## config.mk

```make
export PLATFORM = sky130hd
export DESIGN_NAME = pmic_top
export DESIGN_NICKNAME = d
export VERILOG_FILES = /design/src/core/pmic_pkg.sv /design/src/core/pmic_top.sv /design/src/core/pmic_sync.sv /design/src/core/pmic_regs.sv
export SDC_FILE = /design/constraint.sdc
export NUM_CORES = 1
export LEC_CHECK = 0
export BUFFER_PORTS_ARGS = -buffer_cell sky130_fd_sc_hd__buf_2
export CAP_MARGIN = 0
export CORE_MARGIN = 8
export CORE_UTILIZATION = 43
export DETAILED_ROUTE_END_ITERATION = 6
export GPL_ROUTABILITY_DRIVEN = 0
export SYNTH_ARGS = -nofsm -noshare
export SYNTH_HDL_FRONTEND = slang
export SYNTH_SLANG_ARGS = --single-unit
```

## constraint.sdc

```tcl
create_clock -name mclk -period 13.65 [get_ports mclk]
set_input_delay 2.73 -clock mclk [delete_from_list [all_inputs] [get_ports mclk]]
set_output_delay 2.73 -clock mclk [all_outputs]
set_load 0.03 [all_outputs]
```

## src/core/pmic_pkg.sv

```systemverilog
package pmic_pkg;

    // ------------------------------------------------------------
    // geometry
    // ------------------------------------------------------------
    localparam int NUM_SELECT    = 6;
    localparam int DATA_NUM_W    = 4;
    localparam int SPEED_W       = 12;
    localparam int ACCEL_W       = 15;
    localparam int TORQUE_W      = 8;
    localparam int TRAVEL_W      = 23;
    localparam int POS_W         = 24;

    // ------------------------------------------------------------
    // settings after reset and their limits
    // ------------------------------------------------------------
    localparam logic [SPEED_W-1:0]  JOG_SPEED_RESET  = 12'h12C; // 300 r/min
    localparam logic [SPEED_W-1:0]  JOG_SPEED_MAX    = 12'hFA0; // 4000 r/min
    localparam logic [ACCEL_W-1:0]  JOG_ACCEL_RESET  = 15'h0064; // 0.100 s in ms
    localparam logic [ACCEL_W-1:0]  JOG_ACCEL_MAX    = 15'h7530; // 30.000 s in ms
    localparam logic [TORQUE_W-1:0] JOG_TORQUE_RESET = 8'h64;   // 100 percent
    localparam logic [TORQUE_W-1:0] JOG_TORQUE_MAX   = 8'hFA;   // 250 percent
    localparam logic [TRAVEL_W-1:0] JOG_TRAVEL_RESET = 23'h000001;
    localparam logic [TRAVEL_W-1:0] JOG_TRAVEL_MIN   = 23'h000001;
    localparam logic [POS_W-1:0]    PRESET_RESET     = 24'h000000;

    // ------------------------------------------------------------
    // register offsets
    // ------------------------------------------------------------
    localparam logic [3:0] REG_SELECT_MAP = 4'h0; // six 4-bit fields
    localparam logic [3:0] REG_JOG_SPEED  = 4'h1;
    localparam logic [3:0] REG_JOG_ACCEL  = 4'h2;
    localparam logic [3:0] REG_JOG_TORQUE = 4'h3;
    localparam logic [3:0] REG_JOG_TRAVEL = 4'h4;
    localparam logic [3:0] REG_PRESET     = 4'h5;
    localparam logic [3:0] REG_MODE       = 4'h6; // bit0 position, bit1 compatible
    localparam logic [3:0] REG_STATUS     = 4'h7;
    localparam logic [3:0] REG_POSITION   = 4'h8;

    // ------------------------------------------------------------
    // command kinds
    // ------------------------------------------------------------
    typedef enum logic [1:0] {
        PMIC_CMD_NONE    = 2'b00,
        PMIC_CMD_DIRECT  = 2'b01,
        PMIC_CMD_JOG_POS = 2'b10,
        PMIC_CMD_JOG_NEG = 2'b11
    } pmic_cmd_t;

endpackage

```

## src/core/pmic_top.sv

```systemverilog
//
// ------------------------------------------------------------
// command input logic for position control mode
// ------------------------------------------------------------
//
// Design decisions made here: the register addresses and the address-and-strobe port.
module pmic_top
    import pmic_pkg::*;
(
    // clock and reset
    input  wire logic                  mclk,
    input  wire logic                  reset,
    // register port
    input  wire logic [3:0]            reg_addr,
    input  wire logic [31:0]           reg_wdata,
    input  wire logic                  reg_write,
    input  wire logic                  reg_read,
    output logic      [31:0]           reg_rdata,
    // command pins, active high
    input  wire logic [NUM_SELECT-1:0] direct_select_inputs,
    input  wire logic                  jog_positive_input,
    input  wire logic                  jog_negative_input,
    input  wire logic                  preset_input,
    // motor state from the drive core, same clock
    input  wire logic                  alarm_present,
    input  wire logic                  motor_operating,
    input  wire logic                  ready_raw,
    input  wire logic                  home_raw,
    input  wire logic                  end_raw,
    input  wire logic                  torque_reached_raw,
    input  wire logic                  torque_limiting_raw,
    // command to the drive core
    output logic                       start_pulse,
    output logic [1:0]                 start_kind,
    output logic [DATA_NUM_W-1:0]      start_data_num,
    output logic [SPEED_W-1:0]         start_speed,
    output logic [ACCEL_W-1:0]         start_accel,
    output logic [TORQUE_W-1:0]        start_torque,
    output logic [POS_W-1:0]           start_travel,
    output logic [POS_W-1:0]           command_position,
    // mode-gated output signals
    output logic                       ready_output,
    output logic                       home_output,
    output logic                       end_output,
    output logic                       torque_limit_reached_output,
    output logic                       torque_limiting_output
);

    // ------------------------------------------------------------
    // settings
    // ------------------------------------------------------------
    logic [NUM_SELECT*DATA_NUM_W-1:0] select_map;
    logic [SPEED_W-1:0]               jog_speed;
    logic [ACCEL_W-1:0]               jog_accel;
    logic [TORQUE_W-1:0]              jog_torque;
    logic [TRAVEL_W-1:0]              jog_travel;
    logic [POS_W-1:0]                 preset_value;
    logic                             position_mode;
    logic                             compatible_mode;

    pmic_regs u_regs (
        .mclk            (mclk),
        .reset           (reset),
        .reg_addr        (reg_addr),
        .reg_wdata       (reg_wdata),
        .reg_write       (reg_write),
        .select_map      (select_map),
        .jog_speed       (jog_speed),
        .jog_accel       (jog_accel),
        .jog_torque      (jog_torque),
        .jog_travel      (jog_travel),
        .preset_value    (preset_value),
        .position_mode   (position_mode),
        .compatible_mode (compatible_mode)
    );

    // ------------------------------------------------------------
    // input synchronisation
    // ------------------------------------------------------------
    localparam int NUM_PINS = NUM_SELECT + 3;

    logic [NUM_PINS-1:0] pin_level;
    logic [NUM_PINS-1:0] pin_rise;

    pmic_sync #(
        .WIDTH (NUM_PINS)
    ) u_sync (
        .mclk  (mclk),
        .reset (reset),
        .pin   ({preset_input, jog_negative_input, jog_positive_input, direct_select_inputs}),
        .level (pin_level),
        .rise  (pin_rise)
    );

    logic [NUM_SELECT-1:0] select_rise;
    logic                  jog_pos_rise;
    logic                  jog_neg_rise;
    logic                  preset_rise;

    assign select_rise  = pin_rise[NUM_SELECT-1:0];
    assign jog_pos_rise = pin_rise[NUM_SELECT];
    assign jog_neg_rise = pin_rise[NUM_SELECT+1];
    assign preset_rise  = pin_rise[NUM_SELECT+2];

    // ------------------------------------------------------------
    // command arbitration
    // ------------------------------------------------------------
    pmic_cmd_t             next_kind;
    logic [DATA_NUM_W-1:0] next_data_num;

    // lowest direct input wins, then positive jog, then negative jog
    always_comb begin
        next_kind     = PMIC_CMD_NONE;
        next_data_num = '0;
        if (position_mode) begin
            if (|select_rise) begin
                next_kind = PMIC_CMD_DIRECT;
                for (int i = NUM_SELECT - 1; i >= 0; i--) begin
                    if (select_rise[i]) begin
                        next_data_num = select_map[i*DATA_NUM_W +: DATA_NUM_W];
                    end
                end
            end else if (jog_pos_rise) begin
                next_kind = PMIC_CMD_JOG_POS;
            end else if (jog_neg_rise) begin
                next_kind = PMIC_CMD_JOG_NEG;
            end
        end
    end

    // one start pulse per accepted edge
    always_ff @(posedge mclk or posedge reset) begin
        if (reset) begin
            start_pulse    <= 1'b0;
            start_kind     <= PMIC_CMD_NONE;
            start_data_num <= '0;
            start_speed    <= '0;
            start_accel    <= '0;
            start_torque   <= '0;
            start_travel   <= '0;
        end else begin
            start_pulse <= (next_kind != PMIC_CMD_NONE);
            if (next_kind != PMIC_CMD_NONE) begin
                start_kind     <= next_kind;
                start_data_num <= next_data_num;
                start_speed    <= jog_speed;
                start_accel    <= jog_accel;
                start_torque   <= jog_torque;
                if (next_kind == PMIC_CMD_JOG_NEG) begin
                    start_travel <= POS_W'(-$signed({1'b0, jog_travel}));
                end else begin
                    start_travel <= {1'b0, jog_travel};
                end
            end
        end
    end

    // ------------------------------------------------------------
    // position preset
    // ------------------------------------------------------------
    always_ff @(posedge mclk or posedge reset) begin
        if (reset) begin
            command_position <= PRESET_RESET;
        end else if (position_mode && preset_rise
                     && !alarm_present && !motor_operating) begin
            command_position <= preset_value;
        end
    end

    // ------------------------------------------------------------
    // mode-gated outputs
    // ------------------------------------------------------------
    always_ff @(posedge mclk or posedge reset) begin
        if (reset) begin
            ready_output                <= 1'b0;
            home_output                 <= 1'b0;
            end_output                  <= 1'b0;
            torque_limit_reached_output <= 1'b0;
            torque_limiting_output      <= 1'b0;
        end else begin
            ready_output                <= position_mode & ready_raw;
            home_output                 <= position_mode & home_raw;
            end_output                  <= position_mode & end_raw;
            torque_limit_reached_output <= ~compatible_mode & torque_reached_raw;
            torque_limiting_output      <= compatible_mode & torque_limiting_raw;
        end
    end

    // ------------------------------------------------------------
    // register read back
    // ------------------------------------------------------------
    always_ff @(posedge mclk or posedge reset) begin
        if (reset) begin
            reg_rdata <= '0;
        end else if (reg_read) begin
            unique case (reg_addr)
                REG_SELECT_MAP: reg_rdata <= 32'(select_map);
                REG_JOG_SPEED:  reg_rdata <= 32'(jog_speed);
                REG_JOG_ACCEL:  reg_rdata <= 32'(jog_accel);
                REG_JOG_TORQUE: reg_rdata <= 32'(jog_torque);
                REG_JOG_TRAVEL: reg_rdata <= 32'(jog_travel);
                REG_PRESET:     reg_rdata <= 32'(preset_value);
                REG_MODE:       reg_rdata <= {30'h0, compatible_mode, position_mode};
                REG_STATUS:     reg_rdata <= 32'({motor_operating, alarm_present, pin_level});
                REG_POSITION:   reg_rdata <= 32'(command_position);
                default:        reg_rdata <= '0;
            endcase
        end else begin
            reg_rdata <= '0;
        end
    end

endmodule

```

## src/core/pmic_sync.sv

```systemverilog
module pmic_sync
    import pmic_pkg::*;
#(
    parameter int WIDTH = 1
) (
    // clock and reset
    input  wire logic             mclk,
    input  wire logic             reset,
    // pins in, synchronised level and rising edge out
    input  wire logic [WIDTH-1:0] pin,
    output logic      [WIDTH-1:0] level,
    output logic      [WIDTH-1:0] rise
);

    logic [WIDTH-1:0] stage1;
    logic [WIDTH-1:0] stage2;

    // two-flop synchroniser; stage1 feeds stage2 only
    always_ff @(posedge mclk or posedge reset) begin
        if (reset) begin
            stage1 <= '0;
            stage2 <= '0;
        end else begin
            stage1 <= pin;
            stage2 <= stage1;
        end
    end

    // edge detect after synchronisation
    always_ff @(posedge mclk or posedge reset) begin
        if (reset) begin
            level <= '0;
        end else begin
            level <= stage2;
        end
    end

    assign rise = stage2 & ~level;

endmodule

```

## src/core/pmic_regs.sv

```systemverilog
module pmic_regs
    import pmic_pkg::*;
(
    // clock and reset
    input  wire logic                       mclk,
    input  wire logic                       reset,
    // register port
    input  wire logic [3:0]                 reg_addr,
    input  wire logic [31:0]                reg_wdata,
    input  wire logic                       reg_write,
    // settings out
    output logic [NUM_SELECT*DATA_NUM_W-1:0] select_map,
    output logic [SPEED_W-1:0]              jog_speed,
    output logic [ACCEL_W-1:0]              jog_accel,
    output logic [TORQUE_W-1:0]             jog_torque,
    output logic [TRAVEL_W-1:0]             jog_travel,
    output logic [POS_W-1:0]                preset_value,
    output logic                            position_mode,
    output logic                            compatible_mode
);

    // default map 0..5 in input order
    function automatic logic [NUM_SELECT*DATA_NUM_W-1:0] map_reset();
        logic [NUM_SELECT*DATA_NUM_W-1:0] m;
        m = '0;
        for (int i = 0; i < NUM_SELECT; i++) begin
            m[i*DATA_NUM_W +: DATA_NUM_W] = DATA_NUM_W'(i);
        end
        return m;
    endfunction

    // settings writes, out-of-range values are clamped
    always_ff @(posedge mclk or posedge reset) begin
        if (reset) begin
            select_map      <= map_reset();
            jog_speed       <= JOG_SPEED_RESET;
            jog_accel       <= JOG_ACCEL_RESET;
            jog_torque      <= JOG_TORQUE_RESET;
            jog_travel      <= JOG_TRAVEL_RESET;
            preset_value    <= PRESET_RESET;
            position_mode   <= 1'b1;
            compatible_mode <= 1'b0;
        end else if (reg_write) begin
            unique case (reg_addr)
                REG_SELECT_MAP: select_map <= reg_wdata[NUM_SELECT*DATA_NUM_W-1:0];
                REG_JOG_SPEED: begin
                    if (reg_wdata[SPEED_W-1:0] > JOG_SPEED_MAX) begin
                        jog_speed <= JOG_SPEED_MAX;
                    end else begin
                        jog_speed <= reg_wdata[SPEED_W-1:0];
                    end
                end
                REG_JOG_ACCEL: begin
                    if (reg_wdata[ACCEL_W-1:0] > JOG_ACCEL_MAX) begin
                        jog_accel <= JOG_ACCEL_MAX;
                    end else begin
                        jog_accel <= reg_wdata[ACCEL_W-1:0];
                    end
                end
                REG_JOG_TORQUE: begin
                    if (reg_wdata[TORQUE_W-1:0] > JOG_TORQUE_MAX) begin
                        jog_torque <= JOG_TORQUE_MAX;
                    end else begin
                        jog_torque <= reg_wdata[TORQUE_W-1:0];
                    end
                end
                REG_JOG_TRAVEL: begin
                    if (reg_wdata[TRAVEL_W-1:0] < JOG_TRAVEL_MIN) begin
                        jog_travel <= JOG_TRAVEL_MIN;
                    end else begin
                        jog_travel <= reg_wdata[TRAVEL_W-1:0];
                    end
                end
                REG_PRESET: preset_value <= reg_wdata[POS_W-1:0];
                REG_MODE: begin
                    position_mode   <= reg_wdata[0];
                    compatible_mode <= reg_wdata[1];
                end
                default: ;
            endcase
        end
    end

endmodule

```

# Word level (Yosys, flattened, before mapping)
# Cells that the tools add are included.
# W data, S select, Z words.
[totals]
in_bits = 56
register_bits = 262
out_inout_bits = 127
word_cells = 81
[classes]
muxes = 19
reduce_logical = 15
bitwise = 8
add_sub_neg = 1
n_lt_le_gt_ge = 4
eq_ne = 9
[op_table]
columns = ["op", "count"]
rows = [
  ["$pmux W24 S9", 1],
  ["$mux W32", 1],
  ["$mux W4", 8],
  ["$mux W24", 1],
  ["$neg A23 Y24", 1],
  ["$lt A23 B1 Y1 const B", 1],
  ["$mux W23", 1],
  ["$eq A4 B3 Y1 const B", 4],
  ["$gt A15 B15 Y1 const B", 1],
  ["$mux W15", 1],
  ["$reduce_and A2 Y1", 7],
  ["$gt A12 B12 Y1 const B", 1],
  ["$mux W12", 1],
  ["$and A9 B9 Y9", 1],
  ["$not A9 Y9", 1],
  ["$eq A4 B2 Y1 const B", 2],
  ["$gt A8 B8 Y1 const B", 1],
  ["$mux W2", 4],
  ["$mux W8", 1],
  ["$reduce_or A6 Y1", 1],
  ["$and A1 B1 Y1", 5],
  ["$eq A4 B1 Y1 const B", 1],
  ["$eq A4 B4 Y1 const B", 1],
  ["$logic_not A4 Y1", 1],
  ["other kinds (5)", 8],
]

# Logic depth before layout (Yosys ltp)
[logic_depth]
ltp_word = 10
ltp_mapped = 9
depth_no_buf = 6

# Cells and area by module
# From an unflattened synthesis, not the netlist that was laid out.
[unflattened]
cells_unflattened = 958
area_unflattened_um2 = 11070.6
[by_module_without_submodules]
columns = ["module", "seq_area_each_um2", "area_per_inst_um2", "instances", "cells_per_inst"]
rows = [
  ["pmic_top", 2977.9, 5954.5, 1, 610],
  ["pmic_regs", 2726.4, 4312.9, 1, 311],
  ["pmic_sync", 675.6, 803.3, 1, 37],
]

# Worst setup path after synthesis
# No wires, ideal clock.
[synth_path]
kind = "in2reg"
from = "input port reg_wdata[1]"
to = "register u_regs.jog_accel[4]"
required_time_ns = 13.529
arrival_time_ns = 4.117
setup_slack_ns = 9.411
stages = 6
setup_time_ns = 0.121
n_path_buf = 1
cell_sequence = "buf_2 > or4_4 > o221a_2 > o21ai_1 > a21oi_1 > o22a_1"
[synth_between]
elab_chain_len = 2
[synth_rtl]
columns = ["item", "line", "text"]
rows = [
  ["start, declared", "pmic_top.sv:15", "input wire logic [31:0] reg_wdata,"],
  ["$gt A15 B15 Y1", "pmic_regs.sv:54", "if (reg_wdata[ACCEL_W-1:0] > JOG_ACCEL_MAX) begin"],
  ["$mux W15", "pmic_regs.sv:54", ""],
  ["end signal, assigned", "pmic_regs.sv:57", "jog_accel <= reg_wdata[ACCEL_W-1:0];"],
  ["end, declared", "pmic_regs.sv:14", "output logic [ACCEL_W-1:0] jog_accel,"],
]
# Every way passes these cells.
# A chain may end at the register's enable or synchronous reset.

# Final worst setup path
[layout_path]
from = "input port reg_addr[1]"
to = "register u_regs.select_map[6]"
[layout_between]
elab_chain_len = 2
[layout_rtl]
columns = ["item", "line", "text"]
rows = [
  ["start, declared", "pmic_top.sv:14", "input wire logic [3:0] reg_addr,"],
  ["$logic_not A4 Y1", "pmic_regs.sv:44", "unique case (reg_addr)"],
  ["$reduce_and A2 Y1 (no line)", "-", ""],
  ["end signal, assigned", "pmic_regs.sv:35", "select_map <= map_reset();"],
  ["end signal, assigned", "pmic_regs.sv:45", "REG_SELECT_MAP: select_map <= reg_wdata[NUM_SELECT*DATA_NUM_W-1:0];"],
  ["end, declared", "pmic_regs.sv:12", "output logic [NUM_SELECT*DATA_NUM_W-1:0] select_map,"],
]
# Every way passes these cells.

==> metrics.log <==
INFO  metric status = complete, no violations
INFO  metric postRouteAntennaNets = 0
INFO  metric slew_worst_pin = 1.16 ns
INFO  metric critical_path_class = in -> reg
INFO  metric tns = 0 ns
INFO  metric setup_repair_after_global_routing_missed_its_margin = no
INFO  metric grt_antenna_before_repair = 6
INFO  metric finalCriticalPeriod = 5.19 ns
INFO  metric core-area = 25000 um^2
INFO  metric route.met3.wl = 2.82 mm
INFO  metric die_h = 175 um
INFO  metric top_signal_layer_used = met5
INFO  metric timing.critical_path.fanout_max = 26
INFO  metric placedInstanceArea = 11900 um^2
INFO  metric maximum_number_of_pins_on_one_net_before_global_route_repair = 115
INFO  metric io_pins = 183
INFO  metric worstHoldStart = u_sync.stage1[6]
INFO  metric tritoncts_clock_tree = done
INFO  metric synth_sequential_area_ratio = 58.5%
INFO  metric syn_area_per_cell = 11.2 um^2
INFO  metric critical_path.slowest_cell = sky130_fd_sc_hd__nor4_4
INFO  metric start_util = 43.6%
INFO  metric ys_dominant_reg_cell = sky130_fd_sc_hd__dfrtp_1
INFO  metric dp_cells = 1417
INFO  metric clkSlewWorstSetupHoldPaths = 0.06 ns
INFO  metric critical_path_buf_inv_count = 1
INFO  metric grt.overflow.total = 0
INFO  metric total_power = 2.46 mW
INFO  metric fraction_of_layout_instances_using_a_drive_strength_above_1 = 31.7%
INFO  metric cp_data_arrival_time = 5.59 ns
INFO  metric met2RoutedLength = 14.4 mm
INFO  metric layout.nets = 1173
INFO  metric final_cell_area = 12800 um^2
INFO  metric clkLatencyLatePin = 0.54 ns
INFO  metric drt_drc_violations_left = 0
INFO  metric critPathLaunchType = input pin
INFO  metric first_global_vias = 8256
INFO  metric synth_enable_flop_cells = 0
INFO  metric cts.hold.buffers_added = 0
INFO  metric cts-resized-gates = 0
INFO  metric clock_skew = 0.0204 ns
INFO  metric relative_slew_slack = 22.7%
INFO  metric routedLengthMet1 = 14.3 mm
INFO  metric final_core_utilization = 51.3%
INFO  metric drt_iter0_markers = 886
INFO  metric maxCapViolCount = 0
INFO  metric cp_num_cells = 4
INFO  metric pwr_density_cell = 191 nW/um^2
INFO  metric timing.rr.start = u_sync.stage2[3]
INFO  metric syn_inst = 974
INFO  metric critPathTopFamily = simple AND/OR/NAND/NOR gates
INFO  metric cts_num_sinks = 254
INFO  metric dp.final_hpwl = 22.8 mm
INFO  metric wire_per_inst = 22.0 um
INFO  metric global_route_wire_length_before_repair = 49.9 mm
INFO  metric post_synth_instance_area = 10900 um^2
INFO  metric post-cts-setup-buffers = 0
INFO  metric endpoint = u_regs.select_map[6]
INFO  metric floorplan.die_area = 30700 um^2
INFO  metric detail_route.wirelength = 32.4 mm
INFO  metric worst_hold_path_class = reg -> reg
INFO  metric cts_made_buffers = 27
INFO  metric n_fill_cell = 2294
INFO  metric post_synth_num_cell_types = 67
INFO  metric crit-reg2reg-capture = start_travel[22]
INFO  metric finalHoldViolations = 0
INFO  metric fp-row-count = 58
INFO  metric area.growth.synth_to_final = 17.7%
INFO  metric critical_path.endpoint_type = flip-flop
INFO  metric setup.worst_path.start = reg_addr[1]
INFO  metric overall_global_routing_usage = 20.8%
INFO  metric maxSlewViolCount = 0
INFO  metric firstDrtPassIters = 5
INFO  metric yosys_warnings = 0
INFO  metric io_buffers = 166
INFO  metric cts_buffer_depth = 3
INFO  metric die_width = 175 um
INFO  metric routed-via-count = 8201
INFO  metric avgViaCountPerCell = 5.57
INFO  metric clock.fmax = 193 MHz
INFO  metric ir_worst_vdd = 108 uV
INFO  metric timing.final.setup_violations = 0
INFO  metric clk_root_buffer_cell = sky130_fd_sc_hd__clkbuf_16
INFO  metric worst-endpoint-required = 14.06 ns
INFO  metric fin_cells = 1472
INFO  metric worst-r2r-cell-count = 8
INFO  metric maximum_level_of_the_cts_h_tree = 1
INFO  metric timing.critical_path.slowest_cell_delay = 1.03 ns
INFO  metric synth_seq_cells = 254
INFO  metric r2r_slack = 10.11 ns
INFO  metric period_share = 38.0%
INFO  metric ys_async_sr_fraction = 100%
INFO  metric p_leak = 6.00 nW
INFO  metric critical_path_cell_by_cell = buf_2, nor4_4, nand2_1, mux2_2
[kinds of logic after synthesis]
kind of cell    Yosys count  share of synthesized area, %
compound gates          175                          11.0
xor+xnor                  3                         0.241
fa+ha+maj                 1                         0.115
buf+inv                  81                          3.46
flops                   254                          58.5
mux                     112                          11.6
other cells               1                        0.0344
simple gates            347                          15.0
[synthesized netlist by cell type, types with 3 or more instances]
cell type | instances | share of area [%]
sky130_fd_sc_hd__o21ai_0 | 44 | 2.0
sky130_fd_sc_hd__nand3_1 | 17 | 0.78
sky130_fd_sc_hd__buf_4 | 9 | 0.62
sky130_fd_sc_hd__o21a_1 | 3 | 0.21
sky130_fd_sc_hd__a31oi_1 | 26 | 1.5
sky130_fd_sc_hd__a222oi_1 | 14 | 1.3
sky130_fd_sc_hd__and2_1 | 6 | 0.34
sky130_fd_sc_hd__dfrtp_1 | 235 | 54
sky130_fd_sc_hd__mux2_2 | 103 | 11
sky130_fd_sc_hd__o221ai_1 | 4 | 0.32
sky130_fd_sc_hd__o22a_1 | 3 | 0.24
sky130_fd_sc_hd__o211ai_1 | 3 | 0.21
sky130_fd_sc_hd__dfstp_2 | 19 | 4.6
sky130_fd_sc_hd__inv_1 | 12 | 0.41
sky130_fd_sc_hd__o21ai_1 | 3 | 0.14
sky130_fd_sc_hd__clkbuf_1 | 33 | 1.1
sky130_fd_sc_hd__buf_1 | 4 | 0.14
sky130_fd_sc_hd__xnor2_1 | 3 | 0.24
sky130_fd_sc_hd__nor3_1 | 16 | 0.73
sky130_fd_sc_hd__nor2b_1 | 8 | 0.46
sky130_fd_sc_hd__a21oi_1 | 22 | 1.0
sky130_fd_sc_hd__mux2i_1 | 8 | 0.73
sky130_fd_sc_hd__nor4b_1 | 3 | 0.24
sky130_fd_sc_hd__nand2_1 | 190 | 6.5
sky130_fd_sc_hd__buf_2 | 20 | 0.92
sky130_fd_sc_hd__nand4_1 | 4 | 0.23
sky130_fd_sc_hd__a22o_1 | 12 | 0.96
sky130_fd_sc_hd__a22oi_1 | 18 | 1.2
sky130_fd_sc_hd__nor4_1 | 14 | 0.80
sky130_fd_sc_hd__nor2_1 | 42 | 1.4
sky130_fd_sc_hd__or3_1 | 16 | 0.92
sky130_fd_sc_hd__a221oi_1 | 10 | 0.80
sky130_fd_sc_hd__nand2b_1 | 11 | 0.63
[worst register-to-register path, cell delays in order (launching register included)]
cell and delay, ns:
sky130_fd_sc_hd__dfrtp_1 0.40, sky130_fd_sc_hd__nand2b_1 0.32, sky130_fd_sc_hd__o2111ai_2 0.38, sky130_fd_sc_hd__o31ai_4 0.77, sky130_fd_sc_hd__buf_4 0.50, sky130_fd_sc_hd__inv_2 0.30, sky130_fd_sc_hd__buf_4 0.35, sky130_fd_sc_hd__o211a_1 0.19
sky130_fd_sc_hd__a211o_1 0.22
[how the worst min path moves through the flow]
stage | to | cells after the start | slack [ns]
after global placement | u_sync.stage2[4] | 0 | 0.33
after detailed placement | u_sync.stage2[0] | 0 | 0.33
after CTS | u_sync.stage2[6] | 0 | 0.34
final | u_sync.stage2[6] | 0 | 0.34
after floorplan | u_sync.stage2[0] | 0 | 0.33
after global routing | u_sync.stage2[6] | 0 | 0.35
[where the power goes]
part / switching, mW / internal [mW]
combinational: 0.432 / 0.210
clock: 0.298 / 0.424
sequential: 0.152 / 0.941
[layer usage]
layer	up-vias	track usage, %
li1	3766	-
met4	2	6.78
met3	54	4.83
met2	334	31.5
met1	4045	29.2
met5	-	0
[layout by cell type (no fill, tap or decap), drive strengths merged, types with 18 or more instances in the layout]
cell type / n
nor2: 42
o21ai: 47
a31oi: 26
a21oi: 22
nor3: 19
dfstp: 19
clkbuf: 45
dfrtp: 235
a22oi: 18
buf: 174
nand2: 191
mux2: 103
[through the flow]
| step | setup WS [ns] | hold WS (ns) |
|---|---|---|
| after floorplan | 3.97 | 0.331 |
| after global placement | 7.95 | 0.331 |
| after detailed placement | 7.92 | 0.335 |
| after CTS | 8.46 | 0.343 |
| after global routing | 8.31 | 0.354 |
| final | 8.46 | 0.340 |
[final cells by class]
class | instances | area [um^2] | share of cell area [%]
Sequential cell | 254 | 6380 | 49.7
Timing Repair Buffer | 174 | 891 | 6.94
Clock inverter | 5 | 33.8 | 0.263
Multi-Input combinational cell | 646 | 4190 | 32.7
Inverter | 13 | 56.3 | 0.439
Antenna cell | 5 | 12.5 | 0.0975
Tap cell | 330 | 413 | 3.22
Clock buffer | 45 | 853 | 6.65
[sequential cells by signal, indices dropped and copies added, names as in the netlist, 8 cells and up]
name                 count
start_travel            24
start_torque             8
u_sync.stage2            9
command_position        24
u_regs.jog_torque        8
start_speed             12
start_accel             15
u_sync.stage1            9
u_regs.preset_value     24
u_sync.level             9
u_regs.select_map       24
reg_rdata               24
u_regs.jog_speed        12
u_regs.jog_accel        15
u_regs.jog_travel       23
No activity file was read; power rests on OpenSTA's default activity.
